--- config.mk ---
export PLATFORM = sky130hd
export DESIGN_NAME = preset_speed_ctrl
export DESIGN_NICKNAME = d
export VERILOG_FILES = /design/src/inc/speed_ramp_pkg.sv /design/src/rtl/preset_speed_ctrl.sv /design/src/rtl/speed_ramp.sv
export SDC_FILE = /design/constraint.sdc
export NUM_CORES = 1
export LEC_CHECK = 0
export BUFFER_PORTS_ARGS = -buffer_cell sky130_fd_sc_hd__buf_2
export CAP_MARGIN = 20
export CORE_MARGIN = 2
export CORE_UTILIZATION = 30
export CTS_BUF_LIST = sky130_fd_sc_hd__clkbuf_2 sky130_fd_sc_hd__clkbuf_4 sky130_fd_sc_hd__clkbuf_8
export CTS_CLUSTER_DIAMETER = 150
export DETAILED_ROUTE_END_ITERATION = 12
export GPL_TIMING_DRIVEN = 0
export HOLD_SLACK_MARGIN = 0.15
export PLACE_DENSITY_LB_ADDON = 0.15
export SYNTH_ARGS = -nofsm -noshare
export SYNTH_HDL_FRONTEND = slang
export SYNTH_SLANG_ARGS = --single-unit
--- constraint.sdc ---
create_clock -name mclk_in -period 10.2 [get_ports mclk_in]
set_clock_uncertainty 0.15 [all_clocks]
set_input_delay 2.04 -clock mclk_in [delete_from_list [all_inputs] [get_ports mclk_in]]
set_output_delay 2.04 -clock mclk_in [all_outputs]
set_load 0.02 [all_outputs]
--- src/inc/speed_ramp_pkg.sv ---
package speed_ramp_pkg;

	// Data and address widths of the parameter port, and the ramp counter width
	localparam int DATA_W = 16;
	localparam int ADDR_W = 8;
	localparam int CNT_W  = 24;

	// Parameter register indices, then the read-only status and speed words
	localparam logic [ADDR_W-1:0] REG_MODE        = 8'h00;
	localparam logic [ADDR_W-1:0] REG_ZST_CFG     = 8'h01;
	localparam logic [ADDR_W-1:0] REG_PRESET1     = 8'h02;
	localparam logic [ADDR_W-1:0] REG_PRESET4     = 8'h05;
	localparam logic [ADDR_W-1:0] REG_RAMP_UP     = 8'h06;
	localparam logic [ADDR_W-1:0] REG_RAMP_DOWN   = 8'h07;
	localparam logic [ADDR_W-1:0] REG_LIMIT_EN    = 8'h08;
	localparam logic [ADDR_W-1:0] REG_STOP_METHOD = 8'h09;
	localparam logic [ADDR_W-1:0] REG_WARN_SEL    = 8'h0a;
	localparam logic [ADDR_W-1:0] REG_ZERO_THR    = 8'h0b;
	localparam logic [ADDR_W-1:0] REG_ROT_THR     = 8'h0c;
	localparam logic [ADDR_W-1:0] REG_OVS_1       = 8'h0d;
	localparam logic [ADDR_W-1:0] REG_OVS_2       = 8'h0e;
	localparam logic [ADDR_W-1:0] REG_TRQ_1       = 8'h0f;
	localparam logic [ADDR_W-1:0] REG_TRQ_2       = 8'h10;
	localparam logic [ADDR_W-1:0] REG_DEV_1       = 8'h11;
	localparam logic [ADDR_W-1:0] REG_DEV_2       = 8'h12;
	localparam logic [ADDR_W-1:0] REG_STATUS      = 8'h13;
	localparam logic [ADDR_W-1:0] REG_SPEED_CMD   = 8'h14;
	localparam logic [ADDR_W-1:0] REG_MOTOR_SPEED = 8'h15;
	localparam int                NCFG            = 19;

	// Setting codes
	localparam logic [DATA_W-1:0] MODE_PRESET_SPEED = 16'h0001;
	localparam logic [DATA_W-1:0] ZST_ZERO_SPEED    = 16'h0001;
	localparam logic [DATA_W-1:0] ZST_TORQUE_SW     = 16'h0002;
	localparam logic [DATA_W-1:0] WARN_ZERO_SPEED   = 16'h0001;
	localparam logic [DATA_W-1:0] STOP_BRAKE        = 16'h0000;
	localparam logic [DATA_W-1:0] STOP_COAST        = 16'h0001;

	// Setpoint range, +/-20000 r/min
	localparam logic signed [DATA_W-1:0] SPEED_MAX = 16'sh4e20;
	localparam logic signed [DATA_W-1:0] SPEED_MIN = -16'sh4e20;

	// Ramp timing: one count is 2 ms for 1000 r/min
	localparam int CLK_PERIOD_NS = 50;
	localparam int RAMP_UNIT_NS  = 2000000;
	localparam int RAMP_REF_RPM  = 1000;
	localparam int CYC_PER_RPM   =
		RAMP_UNIT_NS / (RAMP_REF_RPM * CLK_PERIOD_NS);

	// Reset values
	localparam logic [DATA_W-1:0] RST_MODE     = 16'h0001;
	localparam logic [DATA_W-1:0] RST_ZST_CFG  = 16'h0001;
	localparam logic [DATA_W-1:0] RST_LIMIT_EN = 16'h0001;
	localparam logic [DATA_W-1:0] RST_WARN_SEL = 16'h0001;
	localparam logic [DATA_W-1:0] RST_ZERO_THR = 16'h000a;
	localparam logic [DATA_W-1:0] RST_ROT_THR  = 16'h0014;
	localparam logic [DATA_W-1:0] RST_OVS      = 16'h2710;
	localparam logic [DATA_W-1:0] RST_TRQ      = 16'h012c;
	localparam logic [DATA_W-1:0] RST_DEV      = 16'h0064;
	localparam logic [DATA_W-1:0] RST_OTHER    = 16'h0000;

	// Run sequence states
	typedef enum logic [3:0] {
		ST_IDLE  = 4'h1,
		ST_ARMED = 4'h2,
		ST_RUN   = 4'h4,
		ST_STOP  = 4'h8
	} run_state_t;

	// Discrete command inputs from the controller
	typedef struct packed {
		logic run;
		logic zero_desig;
		logic sel_bit0;
		logic sel_bit1;
		logic fwd_limit;
		logic rev_limit;
		logic tl_switch;
	} discrete_t;

	// Active limit set
	typedef struct packed {
		logic [DATA_W-1:0] overspeed;
		logic [DATA_W-1:0] torque;
		logic [DATA_W-1:0] dev_overflow;
	} limit_set_t;

	// Reset value of each parameter register
	function automatic logic [DATA_W-1:0] reg_reset(input int idx);
		unique case (idx)
			0:       return RST_MODE;
			1:       return RST_ZST_CFG;
			8:       return RST_LIMIT_EN;
			10:      return RST_WARN_SEL;
			11:      return RST_ZERO_THR;
			12:      return RST_ROT_THR;
			13, 14:  return RST_OVS;
			15, 16:  return RST_TRQ;
			17, 18:  return RST_DEV;
			default: return RST_OTHER;
		endcase
	endfunction : reg_reset

endpackage : speed_ramp_pkg

--- src/rtl/preset_speed_ctrl.sv ---
// Local design decisions: the register addresses and the strobed register port.
`timescale 1ns/10ps
module preset_speed_ctrl (
	input  wire logic                                   mclk_in,
	input  wire logic                                   rstn_in,
	input  wire speed_ramp_pkg::discrete_t              cmd_in,
	input  wire logic signed [speed_ramp_pkg::DATA_W-1:0] motor_speed_in,
	input  wire logic [speed_ramp_pkg::ADDR_W-1:0]      addr_in,
	input  wire logic [speed_ramp_pkg::DATA_W-1:0]      wr_data_in,
	input  wire logic                                   wr_strobe_in,
	input  wire logic                                   rd_strobe_in,
	output logic [speed_ramp_pkg::DATA_W-1:0]           rd_data_out,
	output logic signed [speed_ramp_pkg::DATA_W-1:0]    speed_cmd_out,
	output logic                                        zero_speed_out,
	output logic                                        rotation_detected_out,
	output logic                                        dyn_brake_out,
	output logic                                        free_run_out,
	output speed_ramp_pkg::limit_set_t                  limit_set_out
);
	import speed_ramp_pkg::*;

	typedef struct packed {
		discrete_t                     sync1;
		discrete_t                     sync2;
		logic                          desig_prev;
		run_state_t                    fsm;
		logic [NCFG-1:0][DATA_W-1:0]   regs;
		logic [DATA_W-1:0]             rdata;
		logic                          zero_speed;
		logic                          rotating;
		logic                          brake;
		logic                          coast;
		limit_set_t                    limits;
	} ctl_state_t;

	ctl_state_t s;
	ctl_state_t next_s;

	logic signed [DATA_W-1:0] ramp_target;
	logic signed [DATA_W-1:0] ramp_speed;
	logic                     ramp_force_zero;
	logic                     mode_ok;
	logic                     desig_used;
	logic                     desig_on;
	logic                     desig_rise;
	logic                     fwd_block;
	logic                     rev_block;
	logic                     limit_stop;
	logic                     tl_swap;
	logic [1:0]               sel;
	logic signed [DATA_W-1:0] preset;
	logic [DATA_W-1:0]        status;

	// Limit a written setpoint to the legal range
	function automatic logic [DATA_W-1:0] clamp_speed(
		input logic [DATA_W-1:0] v);
		if ($signed(v) > SPEED_MAX) begin
			return SPEED_MAX;
		end else if ($signed(v) < SPEED_MIN) begin
			return SPEED_MIN;
		end
		return v;
	endfunction : clamp_speed

	// Magnitude of a signed speed
	function automatic logic [DATA_W-1:0] speed_mag(
		input logic signed [DATA_W-1:0] v);
		return (v < 0) ? DATA_W'(-v) : DATA_W'(v);
	endfunction : speed_mag

	// Whether an index names one of the setpoint registers
	function automatic logic is_preset(input logic [ADDR_W-1:0] a);
		return (a >= REG_PRESET1) && (a <= REG_PRESET4);
	endfunction : is_preset

	// Ramp generator holding the live speed command
	speed_ramp u_ramp (
		.mclk_in       (mclk_in),
		.rstn_in       (rstn_in),
		.target_in     (ramp_target),
		.up_time_in    (s.regs[REG_RAMP_UP]),
		.down_time_in  (s.regs[REG_RAMP_DOWN]),
		.force_zero_in (ramp_force_zero),
		.speed_out     (ramp_speed)
	);

	// Decoded configuration and synchronised inputs
	always_comb begin
		mode_ok = s.regs[REG_MODE] == MODE_PRESET_SPEED;
		desig_used = s.regs[REG_ZST_CFG] == ZST_ZERO_SPEED;
		desig_on = desig_used ? s.sync2.zero_desig : 1'b1;
		desig_rise = desig_used ? (s.sync2.zero_desig && !s.desig_prev)
			: 1'b1;
		tl_swap = (s.regs[REG_ZST_CFG] == ZST_TORQUE_SW) &&
			s.sync2.tl_switch;
		fwd_block = s.regs[REG_LIMIT_EN][0] && !s.sync2.fwd_limit;
		rev_block = s.regs[REG_LIMIT_EN][0] && !s.sync2.rev_limit;
	end

	// Setpoint selection from the two select inputs
	always_comb begin
		sel = {s.sync2.sel_bit1, s.sync2.sel_bit0};
		preset = $signed(s.regs[32'(REG_PRESET1) + 32'(sel)]);
	end

	// Ramp target and forced stop on a blocked direction
	always_comb begin
		ramp_target = (s.fsm == ST_RUN) ? preset : '0;
		if (fwd_block && ramp_target > 0) begin
			ramp_target = '0;
		end
		if (rev_block && ramp_target < 0) begin
			ramp_target = '0;
		end
		ramp_force_zero = (fwd_block && ramp_speed > 0) ||
			(rev_block && ramp_speed < 0);
		limit_stop = (fwd_block && motor_speed_in > 0) ||
			(rev_block && motor_speed_in < 0);
	end

	// Status word seen by software
	always_comb begin
		status = '0;
		status[3:0] = s.fsm;
		status[4] = s.zero_speed;
		status[5] = s.rotating;
		status[6] = fwd_block;
		status[7] = rev_block;
		status[8] = s.brake;
		status[9] = s.coast;
		status[10] = s.sync2.zero_desig;
		status[11] = s.sync2.run;
		status[12] = tl_swap;
	end

	// Next state of the whole control block
	always_comb begin
		next_s = s;
		next_s.sync1 = cmd_in;
		next_s.sync2 = s.sync1;
		next_s.desig_prev = s.sync2.zero_desig;
		next_s.rdata = '0;

		// Parameter writes, setpoints clamped into range
		if (wr_strobe_in && addr_in < ADDR_W'(NCFG)) begin
			if (is_preset(addr_in)) begin
				next_s.regs[addr_in] = clamp_speed(wr_data_in);
			end else begin
				next_s.regs[addr_in] = wr_data_in;
			end
		end

		// Read data stand one cycle after the read strobe
		if (rd_strobe_in) begin
			if (addr_in < ADDR_W'(NCFG)) begin
				next_s.rdata = s.regs[addr_in];
			end else if (addr_in == REG_STATUS) begin
				next_s.rdata = status;
			end else if (addr_in == REG_SPEED_CMD) begin
				next_s.rdata = ramp_speed;
			end else if (addr_in == REG_MOTOR_SPEED) begin
				next_s.rdata = motor_speed_in;
			end
		end

		// Run sequence: run first, then the designation edge
		unique case (s.fsm)
			ST_IDLE: begin
				if (s.sync2.run && mode_ok && !desig_used) begin
					next_s.fsm = ST_RUN;
				end else if (s.sync2.run && mode_ok) begin
					next_s.fsm = ST_ARMED;
				end
			end
			ST_ARMED: begin
				if (!s.sync2.run || !mode_ok) begin
					next_s.fsm = ST_IDLE;
				end else if (desig_rise) begin
					next_s.fsm = ST_RUN;
				end
			end
			ST_RUN: begin
				if (!s.sync2.run || !mode_ok || !desig_on) begin
					next_s.fsm = ST_STOP;
				end
			end
			ST_STOP: begin
				if (s.sync2.run && mode_ok && desig_rise) begin
					next_s.fsm = ST_RUN;
				end else if (ramp_speed == '0) begin
					next_s.fsm = (s.sync2.run && mode_ok) ? ST_ARMED
						: ST_IDLE;
				end
			end
		endcase

		// Speed detection outputs
		next_s.zero_speed = (s.regs[REG_WARN_SEL] == WARN_ZERO_SPEED) &&
			(speed_mag(motor_speed_in) < s.regs[REG_ZERO_THR]);
		next_s.rotating =
			speed_mag(motor_speed_in) > s.regs[REG_ROT_THR];

		// Stop method while a blocked direction still moves
		next_s.brake = limit_stop &&
			(s.regs[REG_STOP_METHOD] == STOP_BRAKE);
		next_s.coast = limit_stop &&
			(s.regs[REG_STOP_METHOD] == STOP_COAST);

		// Primary or alternative limit set
		next_s.limits.overspeed = tl_swap ? s.regs[REG_OVS_2]
			: s.regs[REG_OVS_1];
		next_s.limits.torque = tl_swap ? s.regs[REG_TRQ_2]
			: s.regs[REG_TRQ_1];
		next_s.limits.dev_overflow = tl_swap ? s.regs[REG_DEV_2]
			: s.regs[REG_DEV_1];
	end

	// State register with parameter reset values
	always_ff @(posedge mclk_in or negedge rstn_in) begin
		if (!rstn_in) begin
			s <= '0;
			s.fsm <= ST_IDLE;
			for (int i = 0; i < NCFG; i++) begin
				s.regs[i] <= reg_reset(i);
			end
			s.limits.overspeed <= RST_OVS;
			s.limits.torque <= RST_TRQ;
			s.limits.dev_overflow <= RST_DEV;
		end else begin
			s <= next_s;
		end
	end

	// Outputs straight from flip-flops
	assign rd_data_out = s.rdata;
	assign speed_cmd_out = ramp_speed;
	assign zero_speed_out = s.zero_speed;
	assign rotation_detected_out = s.rotating;
	assign dyn_brake_out = s.brake;
	assign free_run_out = s.coast;
	assign limit_set_out = s.limits;

endmodule : preset_speed_ctrl

--- src/rtl/speed_ramp.sv ---
`timescale 1ns/10ps
module speed_ramp (
	input  wire logic                                   mclk_in,
	input  wire logic                                   rstn_in,
	input  wire logic signed [speed_ramp_pkg::DATA_W-1:0] target_in,
	input  wire logic [speed_ramp_pkg::DATA_W-1:0]      up_time_in,
	input  wire logic [speed_ramp_pkg::DATA_W-1:0]      down_time_in,
	input  wire logic                                   force_zero_in,
	output logic signed [speed_ramp_pkg::DATA_W-1:0]    speed_out
);
	import speed_ramp_pkg::*;

	typedef struct packed {
		logic signed [DATA_W-1:0] speed;
		logic [CNT_W-1:0]         cnt;
	} ramp_state_t;

	ramp_state_t s;
	ramp_state_t next_s;
	logic        toward_zero;
	logic [DATA_W-1:0] time_sel;
	logic [CNT_W-1:0]  step_cycles;

	// One r/min step every time*40 cycles gives a constant slope
	always_comb begin
		next_s = s;
		toward_zero = (s.speed > 0 && target_in < s.speed) ||
			(s.speed < 0 && target_in > s.speed);
		time_sel = toward_zero ? down_time_in : up_time_in;
		step_cycles = CNT_W'({8'h00, time_sel} * CNT_W'(CYC_PER_RPM));
		if (force_zero_in) begin
			next_s.speed = '0;
			next_s.cnt = '0;
		end else if (s.speed == target_in) begin
			next_s.cnt = '0;
		end else if (time_sel == '0) begin
			next_s.speed = target_in;
			next_s.cnt = '0;
		end else if (s.cnt + 1'b1 >= step_cycles) begin
			next_s.cnt = '0;
			next_s.speed = (target_in > s.speed) ? s.speed + 16'sd1
				: s.speed - 16'sd1;
		end else begin
			next_s.cnt = s.cnt + 1'b1;
		end
	end

	// State register
	always_ff @(posedge mclk_in or negedge rstn_in) begin
		if (!rstn_in) begin
			s <= '0;
		end else begin
			s <= next_s;
		end
	end

	assign speed_out = s.speed;

endmodule : speed_ramp

==> run metrics <==
Die H=between 200 and 300 um; CTS tree=built; core box area=~80000 um^2; Worst R2R Path Depth=39; row cnt=about 100; Final HPWL DP=roughly 66 mm; worst-case clock buffer depth=3; Area contributors post-synth=dfrtp_1 (40%), mux4_2 (9.0%), o21ai_0 (6.1%); GRT Residual Overflow=0; synthesized instance count=between 2000 and 2500; Die Area=a little over 80000 um^2; drt pass-1 iters=6; Detailed Route Iter0 Violations=approximately 1900; RR Startpoint=s[381]; Final Hold Fails=0; Worst Max-Slew Pin Slew=around 1200 ps; CP max FO=10; pre-CTS setup slack=-1530 ps; Final Slew Violations=0; ys flop type=dfrtp_1; WP data required=about 11000 ps; GR Util All Layers=0.215; htree depth=3; WHS=around 200 ps; I/O pin count=135; hold path depth=0; initial core utilization=0.303; Commonest cells post-synth=dfrtp_1 (386), nand2_1 (377), o21ai_0 (293); Max-Cap Viols=0; Max IR drop VDD=around 0.000082 V; first-pass GRT wire length=130 mm; Post-Syn Area=between 20000 and 25000 um^2; cell mode on critical path=ha_1; worst skew pair latency=about 700 ps; outcome=finished clean; max incr delay on CP=~650 ps; number of synthesized register bits=431; pwr dens=approximately 180 nW/um^2; vias post-DR=between 15000 and 20000; Core Util, Final=0.357; Die W=roughly 290 um; count of flip-flops with a built-in enable after synthesis=0; wirelength, routed=roughly 88 mm; area delta synth->final=17.7%; port bufs=about 130; vias per std cell=approximately 5.2; Final ANT Viol Nets=0; Crit. Startpoint=s[381]; Max-slew headroom=0.218; WP data arrival=10160 ps; TritonCTS Buffers=81; largest area contributor in the netlist=dfrtp_1; post-DR wirelength/cell=between 20 and 25 um; Power Total=5.03 mW; share of cells above drive strength 1=0.267; Distinct cells, synth=74; Reg clk slew, reported paths=approximately 60 ps; initial antenna violation count=1; most common cell in the netlist=dfrtp_1; Leak=between 10 and 15 nW; CTS hold repair buffers=0; yosys warns=0; Slowest-stage cell, CP=or4_4; final instance area=28100 um^2; CP startpoint kind=register; worst setup path class=reg -> reg; Hold WC Path Type=reg -> reg; Synth async-reset ratio=1.00; number of global-route vias before repair=a little under 20000; Final nets=between 2000 and 3000; fin worst setup slack=about 500 ps; period utilization=0.950; Seq/Total Area, Yosys=0.454; DP Area=around 26000 um^2; placer congestion estimate=between 0.9 and 1; Clk Tree Root Cell=clkbuf_8; DR DRC count=0; final setup fails=0; Critical Path End Type=register; Hold Startpoint=next_s[377]; post-synthesis average cell area=10.3 um^2; pin count of the biggest net entering global routing=111; min Tclk post-route=9690 ps; count of clock tree sinks=431; Max Clk Rate=103 MHz; area share of the largest cell type after synthesis=0.404
==> placed cells by master, fill, tap and decap left out, types with 11 or more instances in the layout <==
cell	synthesis	layout
a221o_1	15	15
mux2_2	94	94
xor2_1	22	22
o21ai_0	293	289
o22ai_1	18	17
mux2i_1	34	33
buf_2	13	143
clkbuf_8	0	106
nand2_1	377	377
ha_1	112	111
buf_4	82	97
nor3_1	28	27
nor2_1	92	92
dfrtp_1	386	385
dfstp_2	45	45
nor2b_1	12	12
nor2b_2	17	17
clkbuf_4	0	30
and2_1	21	21
nor4_1	32	31
a21oi_1	71	66
mux4_2	96	96
xnor2_1	35	35
inv_1	87	87
nand4_1	26	26
nand3_1	17	16
clkbuf_1	106	104
nand2b_1	11	11
a21o_1	16	16
==> path summary, 6_finish.rpt <==
check                               endpoint  slack [ps]
setup / recovery                u_ramp.s[12]         510
hold / removal                        s[377]         200
hold reg to reg                       s[377]         200
setup reg to reg                u_ramp.s[12]         510
min in group asynchronous  limit_set_out[28]        1120
max in group asynchronous        u_ramp.s[2]        6820
==> power by group <==
| group | internal (mW) | total (mW) | switching [mW] |
|---|---|---|---|
| logic | 0.536 | 1.26 | 0.723 |
| clock network | 1.05 | 1.84 | 0.798 |
| registers | 1.80 | 1.93 | 0.130 |
| total | 3.38 | 5.03 | 1.65 |
==> worst max-delay path: cells and delay by family (launching register included) <==
family | cells | cell delay [ps]
buffers and inverters | 5 | 850
and+or+nand+nor | 11 | 2580
DFF | 1 | 350
AOI/OAI and AO/OA | 14 | 2820
xor gates and xnor gates | 1 | 210
muxes | 2 | 950
adders and majority gates | 6 | 1680
==> kinds of logic (layout without fill, tap and decap cells) <==
| group | Yosys count | count (layout) | synth area share |
|---|---|---|---|
| compound gates | 500 | 500 | 0.120 |
| xor+xnor | 57 | 57 | 0.0209 |
| fa+ha+maj | 114 | 114 | 0.0603 |
| buf+inv | 302 | 606 | 0.0626 |
| flops | 431 | 431 | 0.454 |
| mux | 224 | 224 | 0.149 |
| other cells | 1 | 5 | 0.000157 |
| simple gates | 682 | 682 | 0.133 |
==> timing repair <==
item                       in CTS  in global routing
buffers inserted                3                 13
setup endpoints to repair      38                 38
resized for setup              14                 25
pin swaps                       2                  9
==> area by class of cell <==
type | count | area [um^2]
Inverter | 87 | 327
Clock buffer | 136 | 1680
Timing Repair Buffer | 156 | 946
Fill cell | 8053 | 50700
Multi-Input combinational cell | 1579 | 11700
Buffer | 214 | 1210
Antenna cell | 3 | 7.51
Tap cell | 1050 | 1310
Sequential cell | 431 | 10800
Clock inverter | 13 | 105
==> stage by stage <==
stage	TNS [ps]	std cells
final	0	3669
after global routing	-108	3667
after CTS	0	3652
after detailed placement	-53480	3501
after global placement	-774750	3493
after floorplan	0	2312
==> sequential cells by signal, indices dropped and copies added (netlist names), 8 cells and up <==
signal,flops
limit_set_out,48
next_s,8
rd_data_out,16
s,315
u_ramp.s,24
u_ramp.speed_out,16
==> metal layers <==
metal | share of wire | vias up | global-route usage
li1 | - | 8660 | -
met1 | 0.44 | 9712 | 0.297
met2 | 0.46 | 721 | 0.339
met3 | 0.065 | 143 | 0.0330
met4 | 0.033 | 0 | 0.0809
met5 | 0 | - | 0
No activity file was read; power rests on OpenSTA's default activity.
